## config.mk

```make
export PLATFORM = sky130hd
export DESIGN_NAME = cip_top
export DESIGN_NICKNAME = d
export VERILOG_FILES = /design/src/design/cip_top.v /design/src/design/cip_arbiter.v
export VERILOG_INCLUDE_DIRS = /design/src /design/src/design
export SDC_FILE = /design/constraint.sdc
export NUM_CORES = 1
export LEC_CHECK = 0
export ABC_AREA = 1
export BUFFER_PORTS_ARGS = -buffer_cell sky130_fd_sc_hd__clkbuf_2
export CORE_UTILIZATION = 30
export CTS_CLUSTER_DIAMETER = 60
export DETAILED_ROUTE_END_ITERATION = 8
export GPL_ROUTABILITY_DRIVEN = 0
export GPL_TIMING_DRIVEN = 0
export SYNTH_ARGS = -nofsm -noshare
export SYNTH_HDL_FRONTEND = slang
export SYNTH_SLANG_ARGS = --single-unit
```

## constraint.sdc

```tcl
create_clock -name clk_sys -period 5.85 [get_ports clk_sys]
set_input_delay 0.585 -clock clk_sys [delete_from_list [all_inputs] [get_ports clk_sys]]
set_output_delay 0.585 -clock clk_sys [all_outputs]
set_load 0.1 [all_outputs]
```

## src/design/cip_regs.vh

```
// register offsets, field positions, reset values for the capture priority register
`ifndef CIP_REGS_VH
`define CIP_REGS_VH
`define CIP_ADDR_W 4
`define CIP_OFF_PRIO 4'h0
`define CIP_OFF_STATUS 4'h4
`define CIP_C5_HI 14
`define CIP_C5_LO 12
`define CIP_C4_HI 10
`define CIP_C4_LO 8
`define CIP_C3_HI 6
`define CIP_C3_LO 4
`define CIP_LEVEL_RST 3'h4
`define CIP_LEVEL_OFF 3'h0
`define CIP_PRIO_MASK 16'h7770
`define CIP_PRIO_RST 16'h4440
`endif

```

## src/design/cip_top.v

```verilog
// capture three-to-five interrupt priority register with avalon-mm slave
//
// Our own choices: the placing of the registers and the Avalon-MM register port.
`timescale 1ns/10ps
`include "cip_regs.vh"
module cip_top (
  // clock and reset
  input wire clk_sys,
  input wire rst,
  // avalon-mm slave
  input wire [`CIP_ADDR_W-1:0] avs_address,
  input wire avs_read,
  input wire avs_write,
  input wire [31:0] avs_writedata,
  input wire [3:0] avs_byteenable,
  output reg [31:0] avs_readdata,
  output reg avs_waitrequest,
  // capture flags in, request to the core out
  input wire [2:0] capture_flag,
  output reg irq_req,
  output reg [2:0] irq_level,
  output reg [1:0] irq_source
);
  // bus handshake states: idle waits for a request, answer drops waitrequest
  localparam BUS_IDLE = 1'b0;
  localparam BUS_ANSWER = 1'b1;

  // the priority register and the bus state
  reg [15:0] capture_three_to_five_priority;
  reg bus_state;

  // next values worked out by the combinational processes
  reg next_bus_state;
  reg next_waitrequest;
  reg [31:0] next_readdata;
  reg next_irq_req;
  reg [2:0] next_irq_level;
  reg [1:0] next_irq_source;

  // per-channel views of the register
  wire [2:0] capture5_irq_level;
  wire [2:0] capture4_irq_level;
  wire [2:0] capture3_irq_level;
  wire [8:0] chan_levels;
  wire [2:0] chan_enabled;
  wire [2:0] chan_pending;

  // arbiter result
  wire [2:0] win_level;
  wire [1:0] win_idx;
  wire win_valid;

  // bus decode and write data
  wire req;
  wire accept;
  wire hit_prio;
  wire prio_write;
  wire data_read;
  wire [15:0] wmask;
  wire [15:0] keep_bits;
  wire [15:0] write_bits;
  wire [15:0] next_prio;
  wire [31:0] status_word;
  // loop index shared by the per-channel and per-lane loops
  genvar g;

  assign capture5_irq_level = capture_three_to_five_priority[`CIP_C5_HI:`CIP_C5_LO];
  assign capture4_irq_level = capture_three_to_five_priority[`CIP_C4_HI:`CIP_C4_LO];
  // channel three field, laid out like the other two
  assign capture3_irq_level = capture_three_to_five_priority[`CIP_C3_HI:`CIP_C3_LO];
  assign chan_levels = {capture5_irq_level, capture4_irq_level, capture3_irq_level};

  generate
    for (g = 0; g < 3; g = g + 1) begin : gen_chan
      wire [2:0] lvl;
      assign lvl = chan_levels[g*3 +: 3];
      assign chan_enabled[g] = (lvl != `CIP_LEVEL_OFF);
      assign chan_pending[g] = capture_flag[g] & chan_enabled[g];
    end
  endgenerate

  // one byte enable per lane of the low half-word; upper lanes hold nothing
  generate
    for (g = 0; g < 2; g = g + 1) begin : gen_lane
      assign wmask[g*8 +: 8] = {8{avs_byteenable[g]}};
    end
  endgenerate

  // a request is taken only in idle, so a held request is not taken twice
  assign req = avs_read | avs_write;
  assign accept = req & (bus_state == BUS_IDLE);
  assign hit_prio = (avs_address == `CIP_OFF_PRIO);
  assign prio_write = accept & avs_write & hit_prio;
  assign data_read = accept & avs_read;

  // only implemented bits take write data
  assign keep_bits = capture_three_to_five_priority & ~wmask & `CIP_PRIO_MASK;
  assign write_bits = avs_writedata[15:0] & wmask & `CIP_PRIO_MASK;
  assign next_prio = keep_bits | write_bits;

  // status word: request, level and source of the current winner
  assign status_word = {26'h0, irq_req, irq_level, irq_source};

  cip_arbiter u_arb (
    .pending(chan_pending),
    .levels(chan_levels),
    .winner_level(win_level),
    .winner_idx(win_idx),
    .winner_valid(win_valid)
  );

  // next bus state: one wait state, then waitrequest low for one cycle
  always @* begin
    next_bus_state = bus_state;
    next_waitrequest = 1'b1;
    case (bus_state)
      BUS_IDLE: begin
        if (req) begin
          next_bus_state = BUS_ANSWER;
          next_waitrequest = 1'b0;
        end
      end
      // a held request is answered once
      BUS_ANSWER: begin
        next_bus_state = BUS_IDLE;
      end
      // stray code returns to idle
      default: begin
        next_bus_state = BUS_IDLE;
      end
    endcase
  end

  // bus state and waitrequest registers
  always @(posedge clk_sys) begin
    if (rst) begin
      // waitrequest high out of reset, so nothing is answered early
      bus_state <= BUS_IDLE;
      avs_waitrequest <= 1'b1;
    end else begin
      bus_state <= next_bus_state;
      avs_waitrequest <= next_waitrequest;
    end
  end

  // register write: lands at the edge that takes the request
  always @(posedge clk_sys) begin
    if (rst) begin
      capture_three_to_five_priority <= `CIP_PRIO_RST;
    end else begin
      // a write to any other place is dropped
      if (prio_write) begin
        capture_three_to_five_priority <= next_prio;
      end
    end
  end

  // read data: picked at the taking edge and held until the next read
  always @* begin
    next_readdata = avs_readdata;
    if (data_read) begin
      case (avs_address)
        `CIP_OFF_PRIO: begin
          next_readdata = {16'h0, capture_three_to_five_priority};
        end
        `CIP_OFF_STATUS: begin
          next_readdata = status_word;
        end
        // unmapped places read zero
        default: begin
          next_readdata = 32'h0;
        end
      endcase
    end
  end

  // read data register
  always @(posedge clk_sys) begin
    if (rst) begin
      avs_readdata <= 32'h0;
    end else begin
      // the word stands until the next read is taken
      avs_readdata <= next_readdata;
    end
  end

  // next request to the core; flags are same-clock logic, so no synchroniser
  always @* begin
    next_irq_req = win_valid;
    // no winner reports level zero and channel three
    next_irq_level = `CIP_LEVEL_OFF;
    next_irq_source = 2'h0;
    if (win_valid) begin
      next_irq_level = win_level;
      next_irq_source = win_idx;
    end
  end

  // registered request outputs, one cycle behind the flags
  always @(posedge clk_sys) begin
    if (rst) begin
      irq_req <= 1'b0;
      irq_level <= 3'h0;
      irq_source <= 2'h0;
    end else begin
      irq_req <= next_irq_req;
      irq_level <= next_irq_level;
      irq_source <= next_irq_source;
    end
  end
endmodule

```

## src/design/cip_arbiter.v

```verilog
// picks the highest-level pending capture source among channels three to five
`timescale 1ns/10ps
`include "cip_regs.vh"
module cip_arbiter (
  input wire [2:0] pending,
  input wire [8:0] levels,
  output reg [2:0] winner_level,
  output reg [1:0] winner_idx,
  output reg winner_valid
);
  integer i;
  reg [2:0] lvl;
  // a level of zero never wins; ties go to the lower channel
  always @* begin
    winner_level = `CIP_LEVEL_OFF;
    winner_idx = 2'h0;
    winner_valid = 1'b0;
    lvl = 3'h0;
    for (i = 0; i < 3; i = i + 1) begin
      lvl = levels[i*3 +: 3];
      if (pending[i] && (lvl != `CIP_LEVEL_OFF) && (lvl > winner_level)) begin
        winner_level = lvl;
        winner_idx = i[1:0];
        winner_valid = 1'b1;
      end
    end
  end
endmodule

```

# Yosys cells after proc, flatten, opt, wreduce, memory -nomap -nowiden
# Index checks and enable logic that the tools add are counted.
# totals
register_bits	55
in_bits	47
out_inout_bits	39
word_cells	51
# op_classes
order_cmp	3
eq_ne	1
mux	12
bitwise	14
n_reduce_logical	13
# op_table
operator	count
AND 15 bit	2
one-hot mux 15 bit (2 select lines)	1
inverter 15 bit	1
OR 15 bit	1
two-way mux 3 bit	3
nonzero test 3 bit	3
AND 1 bit	7
> comparator 3 bit	2
logical AND 1 bit	6
two-way mux 1 bit	6
== test 4 x 3 -> 1 bit (second input constant)	1
zero test 4 bit	1
OR reduction 2 bit	2
> comparator 3 x 1 -> 1 bit (second input constant)	1
OR reduction 3 bit	1
two-way mux 2 bit	1
inverter 1 bit	2
one-hot mux 1 bit (2 select lines)	1
OR 1 bit	1

# Longest topological paths before layout
# Gate-level depths: netlist of the first run.
# depth
depth_word	13
depth_mapped	20
mapped_depth_nobuf	20

# By module
# A second synthesis of the first run with hierarchy kept.
# unflattened
hier_cells	232
area_unflattened_um2	1662.8
# modules_own_cells
module	instances	cells_per_inst	area_per_inst_um2	seq_area_each_um2
cip_top	1	177	1330.0	600.6
cip_arbiter	1	55	332.8	0.0

# Worst setup path before layout of the first run
# Ideal clock, no wire load.
# synth_timing
kind	input to register
start	input port capture_flag[0]
end	register irq_level[0]
setup_time_ns	0.064
arrival_time_ns	2.403
t_required_ns	5.786
path_slack_ns	3.383
cell_stages	17
path_buffers	0
path_cell_list	nand2_1 > nor2_2 > ha_1 > nand3_1 > nand2_1 > nor2_4 > nand3_1 > nand2_1 > inv_1 > ha_1 > nand3_1 > nand2_1 > nor2_2 > nand2_2 > nand3_2 > nand3_1 > nor2_1
# synth_via
elab_chain_cells	12
word_cells_on_any_way	15
cone_classes	order compare: 2; mux: 6; bitwise: 2; reduce/logical: 5
# synth_rtl
item	line_no	source
from (decl)	cip_top.v:19	input wire [2:0] capture_flag,
AND 1 bit (*)	cip_top.v:78	assign chan_pending[g] = capture_flag[g] & chan_enabled[g];
logical AND 1 bit (*) (2 in series)	cip_arbiter.v:21	if (pending[i] && (lvl != `CIP_LEVEL_OFF) && (lvl > winner_level)) begin
two-way mux 3 bit	cip_arbiter.v:21	
> comparator 3 bit	cip_arbiter.v:21	
logical AND 1 bit	cip_arbiter.v:21	
two-way mux 3 bit	cip_arbiter.v:21	
> comparator 3 bit	cip_arbiter.v:21	
logical AND 1 bit	cip_arbiter.v:21	
two-way mux 1 bit	cip_arbiter.v:21	
inverter 1 bit (no line)	-	
OR reduction 2 bit (no line)	-	
to (signal assigned)	cip_top.v:207	irq_level <= next_irq_level;
to (decl)	cip_top.v:21	output reg [2:0] irq_level,
# Every way passes the cells marked *; elsewhere a longest branch is shown, timed or not.
# A chain may end at the register's enable or synchronous reset.

==> results of run 1 <==
-- cells in the mapped netlist --
cell,count,share of area [%]
buf_2,2,0.65
conb_1,1,0.25
nor3_1,2,0.65
inv_2,5,1.2
nor3_4,2,2.1
nand3b_1,2,0.98
o21ai_1,6,2.0
nand2_4,2,1.5
a31oi_1,2,0.82
clkbuf_2,1,0.33
a21oi_1,13,4.3
nor2_2,3,1.2
dfxtp_1,30,39
o21ai_2,2,1.1
nand2_1,50,12
nand4_1,1,0.41
clkbuf_1,1,0.25
ha_1,6,4.9
buf_4,19,9.3
nor2_1,23,5.6
nor2_4,2,1.5
nand3_1,12,3.9
nand3_2,1,0.65
inv_1,11,2.7
nand2_2,5,2.0
-- worst register-to-register path, stage by stage, from the launching register on --
cell	delay, ps
dfxtp_1	390
nor2_1	70
nand2_1	50
nand2_1	80
nor2_2	140
ha_1	240
nand3_1	80
nand2_1	80
nor2_4	160
nand3_1	90
nand2_1	110
inv_1	50
ha_1	300
nand3_1	90
nand2_1	60
nor2_2	180
nand2_2	110
nand3_2	110
nand3_1	70
nor2_1	90
-- worst max path at each step --
stage,from,to,cells past startpoint,slack (ps)
6_report,register,irq_level[2],19,3220
3_3_place_gp,capture_flag[0],irq_level[2],18,3040
2_1_floorplan,capture_flag[0],irq_level[0],17,3380
5_1_grt,register,irq_level[1],19,2880
3_5_place_dp,capture_flag[0],irq_level[2],18,3010
4_1_cts,register,irq_level[2],19,3190
-- report_power, final --
| part | internal, W | switching (W) |
|---|---|---|
| Sequential | 0.000209 | 0.00000303 |
| Combinational | 0.0000280 | 0.000110 |
| Clock | 0.0000904 | 0.0000694 |
-- logic make-up (layout without fill, tap and decap cells) --
family | after synthesis | in the layout | synth area share [%]
AOI/OAI and AO/OA | 23 | 23 | 8.183
adders and majority gates | 6 | 6 | 4.910
buffers and inverters | 39 | 85 | 14.48
DFF | 30 | 30 | 39.28
other | 1 | 19 | 0.2453
and+or+nand+nor | 105 | 105 | 32.90
-- per-stage QoR --
stage	hold WS, ps	utilization [%]
floorplan	451.5	-
global placement	450.3	39.04
detailed placement	454.9	39.04
CTS	462.6	40.75
global route	487.9	40.75
finish	459.4	40.75
-- per-layer routing --
metal	part of all wire (%)	GRT usage, %
met2	43	20.47
met5	0	0
met3	5.8	4.664
met4	2.0	5.769
met1	49	15.55
-- layout make-up --
cell class | instances | area [um^2]
Buffer | 23 | 161.4
Clock buffer | 6 | 82.58
Fill cell | 532 | 2854
Inverter | 16 | 60.06
Multi-Input combinational cell | 153 | 774.5
Sequential cell | 30 | 600.6
Tap cell | 67 | 83.83
Timing Repair Buffer | 40 | 200.2
==> impl_metrics.env, run 1 <==
export IMPL_status="finished clean"
export IMPL_worst_slew_pin_slew_ps=541.0
export IMPL_finalCritPeriodShare_pct=44.97
export IMPL_hpwl_um=2543
export IMPL_cts_tree="built"
export IMPL_setup_slack_ps=3219
export IMPL_cp_common_cell="nand2_1"
export IMPL_grt_pass1_wl_um=5154
export IMPL_p_leak_nw=0.9683
export IMPL_cts_resized=0
export IMPL_synth_warnings=0
export IMPL_hold_buffers=0
export IMPL_ctsHtreeMaxLevel=2
export IMPL_grt_pass1_vias=1213
export IMPL_path_max_fanout=4
export IMPL_final_common_cell="nand2_1"
export IMPL_path_clk_slew_ps=60
export IMPL_clk_insertion_delay_late_ps=280
export IMPL_finalClockSkew_ps=5.992
export IMPL_die_y_um=73.39
export IMPL_path_class="register to register"
export IMPL_areaGrowthSynthToFinish_pct=28.40
export IMPL_worst_path_max_delay_cell="dfxtp_1"
export IMPL_cts_inserted_buffers=5
export IMPL_seq_area_frac_synth_pct=39.28
export IMPL_ir_drop_uv=88.16
export IMPL_track_usage_pct=12.87
export IMPL_clk_path_buf_depth=2
export IMPL_dr_pass1_iters=4
export IMPL_hold_path_class="register to register"
export IMPL_die_w_um=73.39
export IMPL_layout_min_cycle_time_ps=2631
export IMPL_worstPathCellList="nor2_1 > nand2_1 > nand2_1 > nor2_2 > ha_1 > nand3_1 > nand2_1 > nor2_4 > nand3_1 > nand2_1 > inv_1 > ha_1 > nand3_1 > nand2_1 > nor2_2 > nand2_2 > nand3_2 > nand3_1 > nor2_1"
export IMPL_cap_violations=0
export IMPL_viasPerCell=4.084
export IMPL_cts_sinks=30
export IMPL_rsz0062_at_grt="false"
export IMPL_dieArea_um2=5386
export IMPL_synth_cells=204
export IMPL_vias=1368
export IMPL_final_max_slew_viol_count=0
export IMPL_hold_depth=2
export IMPL_wl_um=3143
export IMPL_drive_gt1_share_pct=33.58
export IMPL_cp_num_buf_inv=1
export IMPL_dp_cells=329
export IMPL_antenna_found_initial=0
export IMPL_crit_family="simple AND/OR/NAND/NOR gates"
export IMPL_hold_end="avs_readdata[3]"
export IMPL_synth_area_um2=1529
export IMPL_ys_ff_latch=30
export IMPL_dp_slack_ps=3012
export IMPL_crit_required_ps=6060
export IMPL_num_rows=25
export IMPL_slew_headroom_pct=64.09
export IMPL_post_cts_buffers=0
export IMPL_drc=0
export IMPL_initial_utilization_pct=31.74
export IMPL_min_from="irq_level[1]"
export IMPL_reg2reg_to="irq_level[2]"
export IMPL_boundaryPins=86
export IMPL_routedWlPerCell_um=9.382
export IMPL_reg2regPathDepth=19
export IMPL_finalInstanceArea_um2=1963
export IMPL_r2r_slack_ps=3220
export IMPL_synth_distinct_cells=25
export IMPL_cts_root_buf="clkbuf_8"
export IMPL_p_total_w=0.0005105
export IMPL_cellPowerDensity_nw_per_um2=260.0
export IMPL_start_kind="register"
export IMPL_diodes=0
export IMPL_avgSynthCellArea_um2=7.495
export IMPL_layout_common_cells="nand2_1, clkbuf_2, dfxtp_1"
export IMPL_ant_nets=0
export IMPL_fin_cells=335
export IMPL_grt_max_degree=11
export IMPL_setup_violations=0
export IMPL_fin_nets=322
export IMPL_hold_viol_final=0
export IMPL_overflow=0
export IMPL_fmax_mhz=380.1
export IMPL_slowest_delay_ps=390
export IMPL_drtIter0Drc=40
export IMPL_io_buffers=40
export IMPL_placed_area_um2=1881
export IMPL_setup_tns_ps=0
export IMPL_end_kind="register"
export IMPL_core_area_um2=4817
export IMPL_arrival_ps=2840
(Power assumes the default switching activity.)
==> run 2, diff against run 1 <==
Clock period 5.85 ns to 2.65 ns, I/O delays scaled along.
==> impl_metrics.env, run 2 (synthesis gave the netlist of run 1 again) <==
export IMPL_power_frac_comb_pct=29.0
export IMPL_track_usage_pct=12.87
export IMPL_drc=0
export IMPL_diodes=0
export IMPL_end_kind="register"
export IMPL_hpwl_um=2543
export IMPL_dr_pass1_iters=4
export IMPL_io_buffers=40
export IMPL_whs_ps=185.6
export IMPL_cp_common_cell="nand2_1"
export IMPL_r2r_slack_ps=180
export IMPL_start_kind="register"
export IMPL_path_class="register to register"
export IMPL_clk_insertion_delay_late_ps=280
export IMPL_reg2reg_to="irq_level[2]"
export IMPL_final_max_slew_viol_count=0
export IMPL_grt_max_degree=11
export IMPL_num_fill_cells=521
export IMPL_layout_common_cells="nand2_1, clkbuf_2, dfxtp_1"
export IMPL_hold_depth=3
export IMPL_vias=1406
export IMPL_die_y_um=73.39
export IMPL_cap_violations=0
export IMPL_crit_family="simple AND/OR/NAND/NOR gates"
export IMPL_areaGrowthSynthToFinish_pct=38.22
export IMPL_antenna_found_initial=0
export IMPL_p_leak_nw=1.022
export IMPL_finalCritPeriodShare_pct=93.28
export IMPL_path_max_fanout=4
export IMPL_hold_buffers=0
export IMPL_hold_viol_final=0
export IMPL_fin_nets=329
export IMPL_overflow=0
export IMPL_final_common_cell="nand2_1"
export IMPL_die_w_um=73.39
export IMPL_finalClockSkew_ps=5.368
export IMPL_min_from="avs_writedata[10]"
export IMPL_viasPerCell=4.111
export IMPL_register_area_um2=606.8
export IMPL_setup_slack_ps=178.0
export IMPL_slowest_delay_ps=350
export IMPL_boundaryPins=86
export IMPL_routedWlPerCell_um=9.711
export IMPL_dp_slack_ps=15.39
export IMPL_dieArea_um2=5386
export IMPL_initial_utilization_pct=31.74
export IMPL_drive_gt1_share_pct=40.36
export IMPL_core_area_um2=4817
export IMPL_status="finished clean"
export IMPL_wl_um=3321
export IMPL_p_switching_w=0.0004192
export IMPL_grt_pass1_vias=1213
export IMPL_fmax_mhz=404.5
export IMPL_cts_sinks=30
export IMPL_power_frac_seq_pct=40.4
export IMPL_cts_tree="built"
export IMPL_grt_pass1_wl_um=5154
export IMPL_cp_num_buf_inv=2
export IMPL_cts_root_buf="clkbuf_8"
export IMPL_path_clk_slew_ps=60
export IMPL_slew_headroom_pct=64.09
export IMPL_pwr_share_clk_pct=30.7
export IMPL_ant_nets=0
export IMPL_setup_violations=0
export IMPL_ir_drop_uv=199.4
export IMPL_multi_input_area_um2=865.8
export IMPL_power_switching_share_pct=36.11
export IMPL_drtIter0Drc=38
export IMPL_layout_min_cycle_time_ps=2472
export IMPL_cts_inserted_buffers=5
export IMPL_ctsHtreeMaxLevel=2
export IMPL_worst_slew_pin_slew_ps=541.0
export IMPL_worstPathCellList="nor2_1 > nand2_1 > nand2_2 > nor2_4 > ha_1 > nand3_1 > nand2_1 > nor2_4 > nand2_4 > nand2_1 > nand2_1 > inv_1 > ha_4 > nand3_2 > nand2_2 > nor2_4 > buf_4 > nand3b_1 > nand3_1 > nor2_1"
export IMPL_internal_power_w=0.0007417
export IMPL_num_rows=25
export IMPL_cellPowerDensity_nw_per_um2=549.3
export IMPL_hold_path_class="input pin to register"
export IMPL_worst_path_max_delay_cell="dfxtp_4"
export IMPL_crit_required_ps=2820
export IMPL_reg2regPathDepth=20
export IMPL_arrival_ps=2650
export IMPL_clk_path_buf_depth=2
==> run 2: cell types whose count changed in the layout (fill, tap and decap cells not counted), moves of 3 or more <==
cell,previous run,this run
nand3_1,12,9
nand2_1,50,46
nand2_2,5,8
buf_4,19,26
dfxtp_1,30,27
==> run 2: worst max path at each step <==
stage / start / to / slack (ps) / cells after the start
after global routing: register / irq_level[1] / -60 / 20
after detailed placement: register / irq_level[2] / 20 / 19
after floorplan: register / irq_level[0] / 330 / 19
final: register / irq_level[2] / 180 / 20
after CTS: register / irq_level[2] / 10 / 19
after global placement: register / irq_level[2] / 50 / 19
==> run 2: routing by layer <==
| metal | vias to the layer above | global-route usage, % | routed length [um] |
|---|---|---|---|
| met4 | 0 | 5.769 | 63 |
| met2 | 43 | 20.47 | 1510 |
| met1 | 602 | 15.55 | 1556 |
| met5 | - | 0 | 0 |
| met3 | 5 | 4.664 | 191 |
| li1 | 756 | - | - |
==> run 2: per-stage QoR <==
stage	util [%]	setup TNS (ps)	area [um^2]	std cells	power, W
detailed placement	39.04	0	1881	329	0.0007847
finish	43.87	0	2113	342	0.001161
global route	43.87	-77.18	2113	342	0.001207
floorplan	-	0	1597	222	0.0007442
global placement	39.04	0	1881	329	0.0007825
CTS	40.78	0	1964	335	0.001141
==> run 2: final cells by class <==
type                       instances  area share (%)
multi-input combinational        153           40.97
sequential                        30           28.72
timing repair buffer              47           11.96
buffer                            23           7.638
tap                               67           3.967
clock buffer                       6           3.908
inverter                          16           2.842
==> run 2: power by group through the flow <==
stage / Clock [W] / Combinational, W / Sequential (W)
3_5_place_dp: 0 / 0.000306 / 0.000479
2_1_floorplan: 0 / 0.000206 / 0.000539
6_report: 0.000356 / 0.000337 / 0.000468
3_3_place_gp: 0 / 0.000304 / 0.000479
4_1_cts: 0.000366 / 0.000306 / 0.000469
5_1_grt: 0.000380 / 0.000357 / 0.000470
==> run 2: worst register-to-register path, delay by kind of cell, from the launching register on <==
family	cells	cell delay [ps]
flops	1	350
buf+inv	2	240
fa+ha+maj	2	480
simple gates	16	1300
==> run 2: timing repair <==
action,4_1_cts,5_1_grt
pin swaps,0,10
endpoints found under the setup margin,2,6
endpoints found under the hold margin,0,0
resized for setup,1,20
setup buffers,0,7
gates cloned,0,0
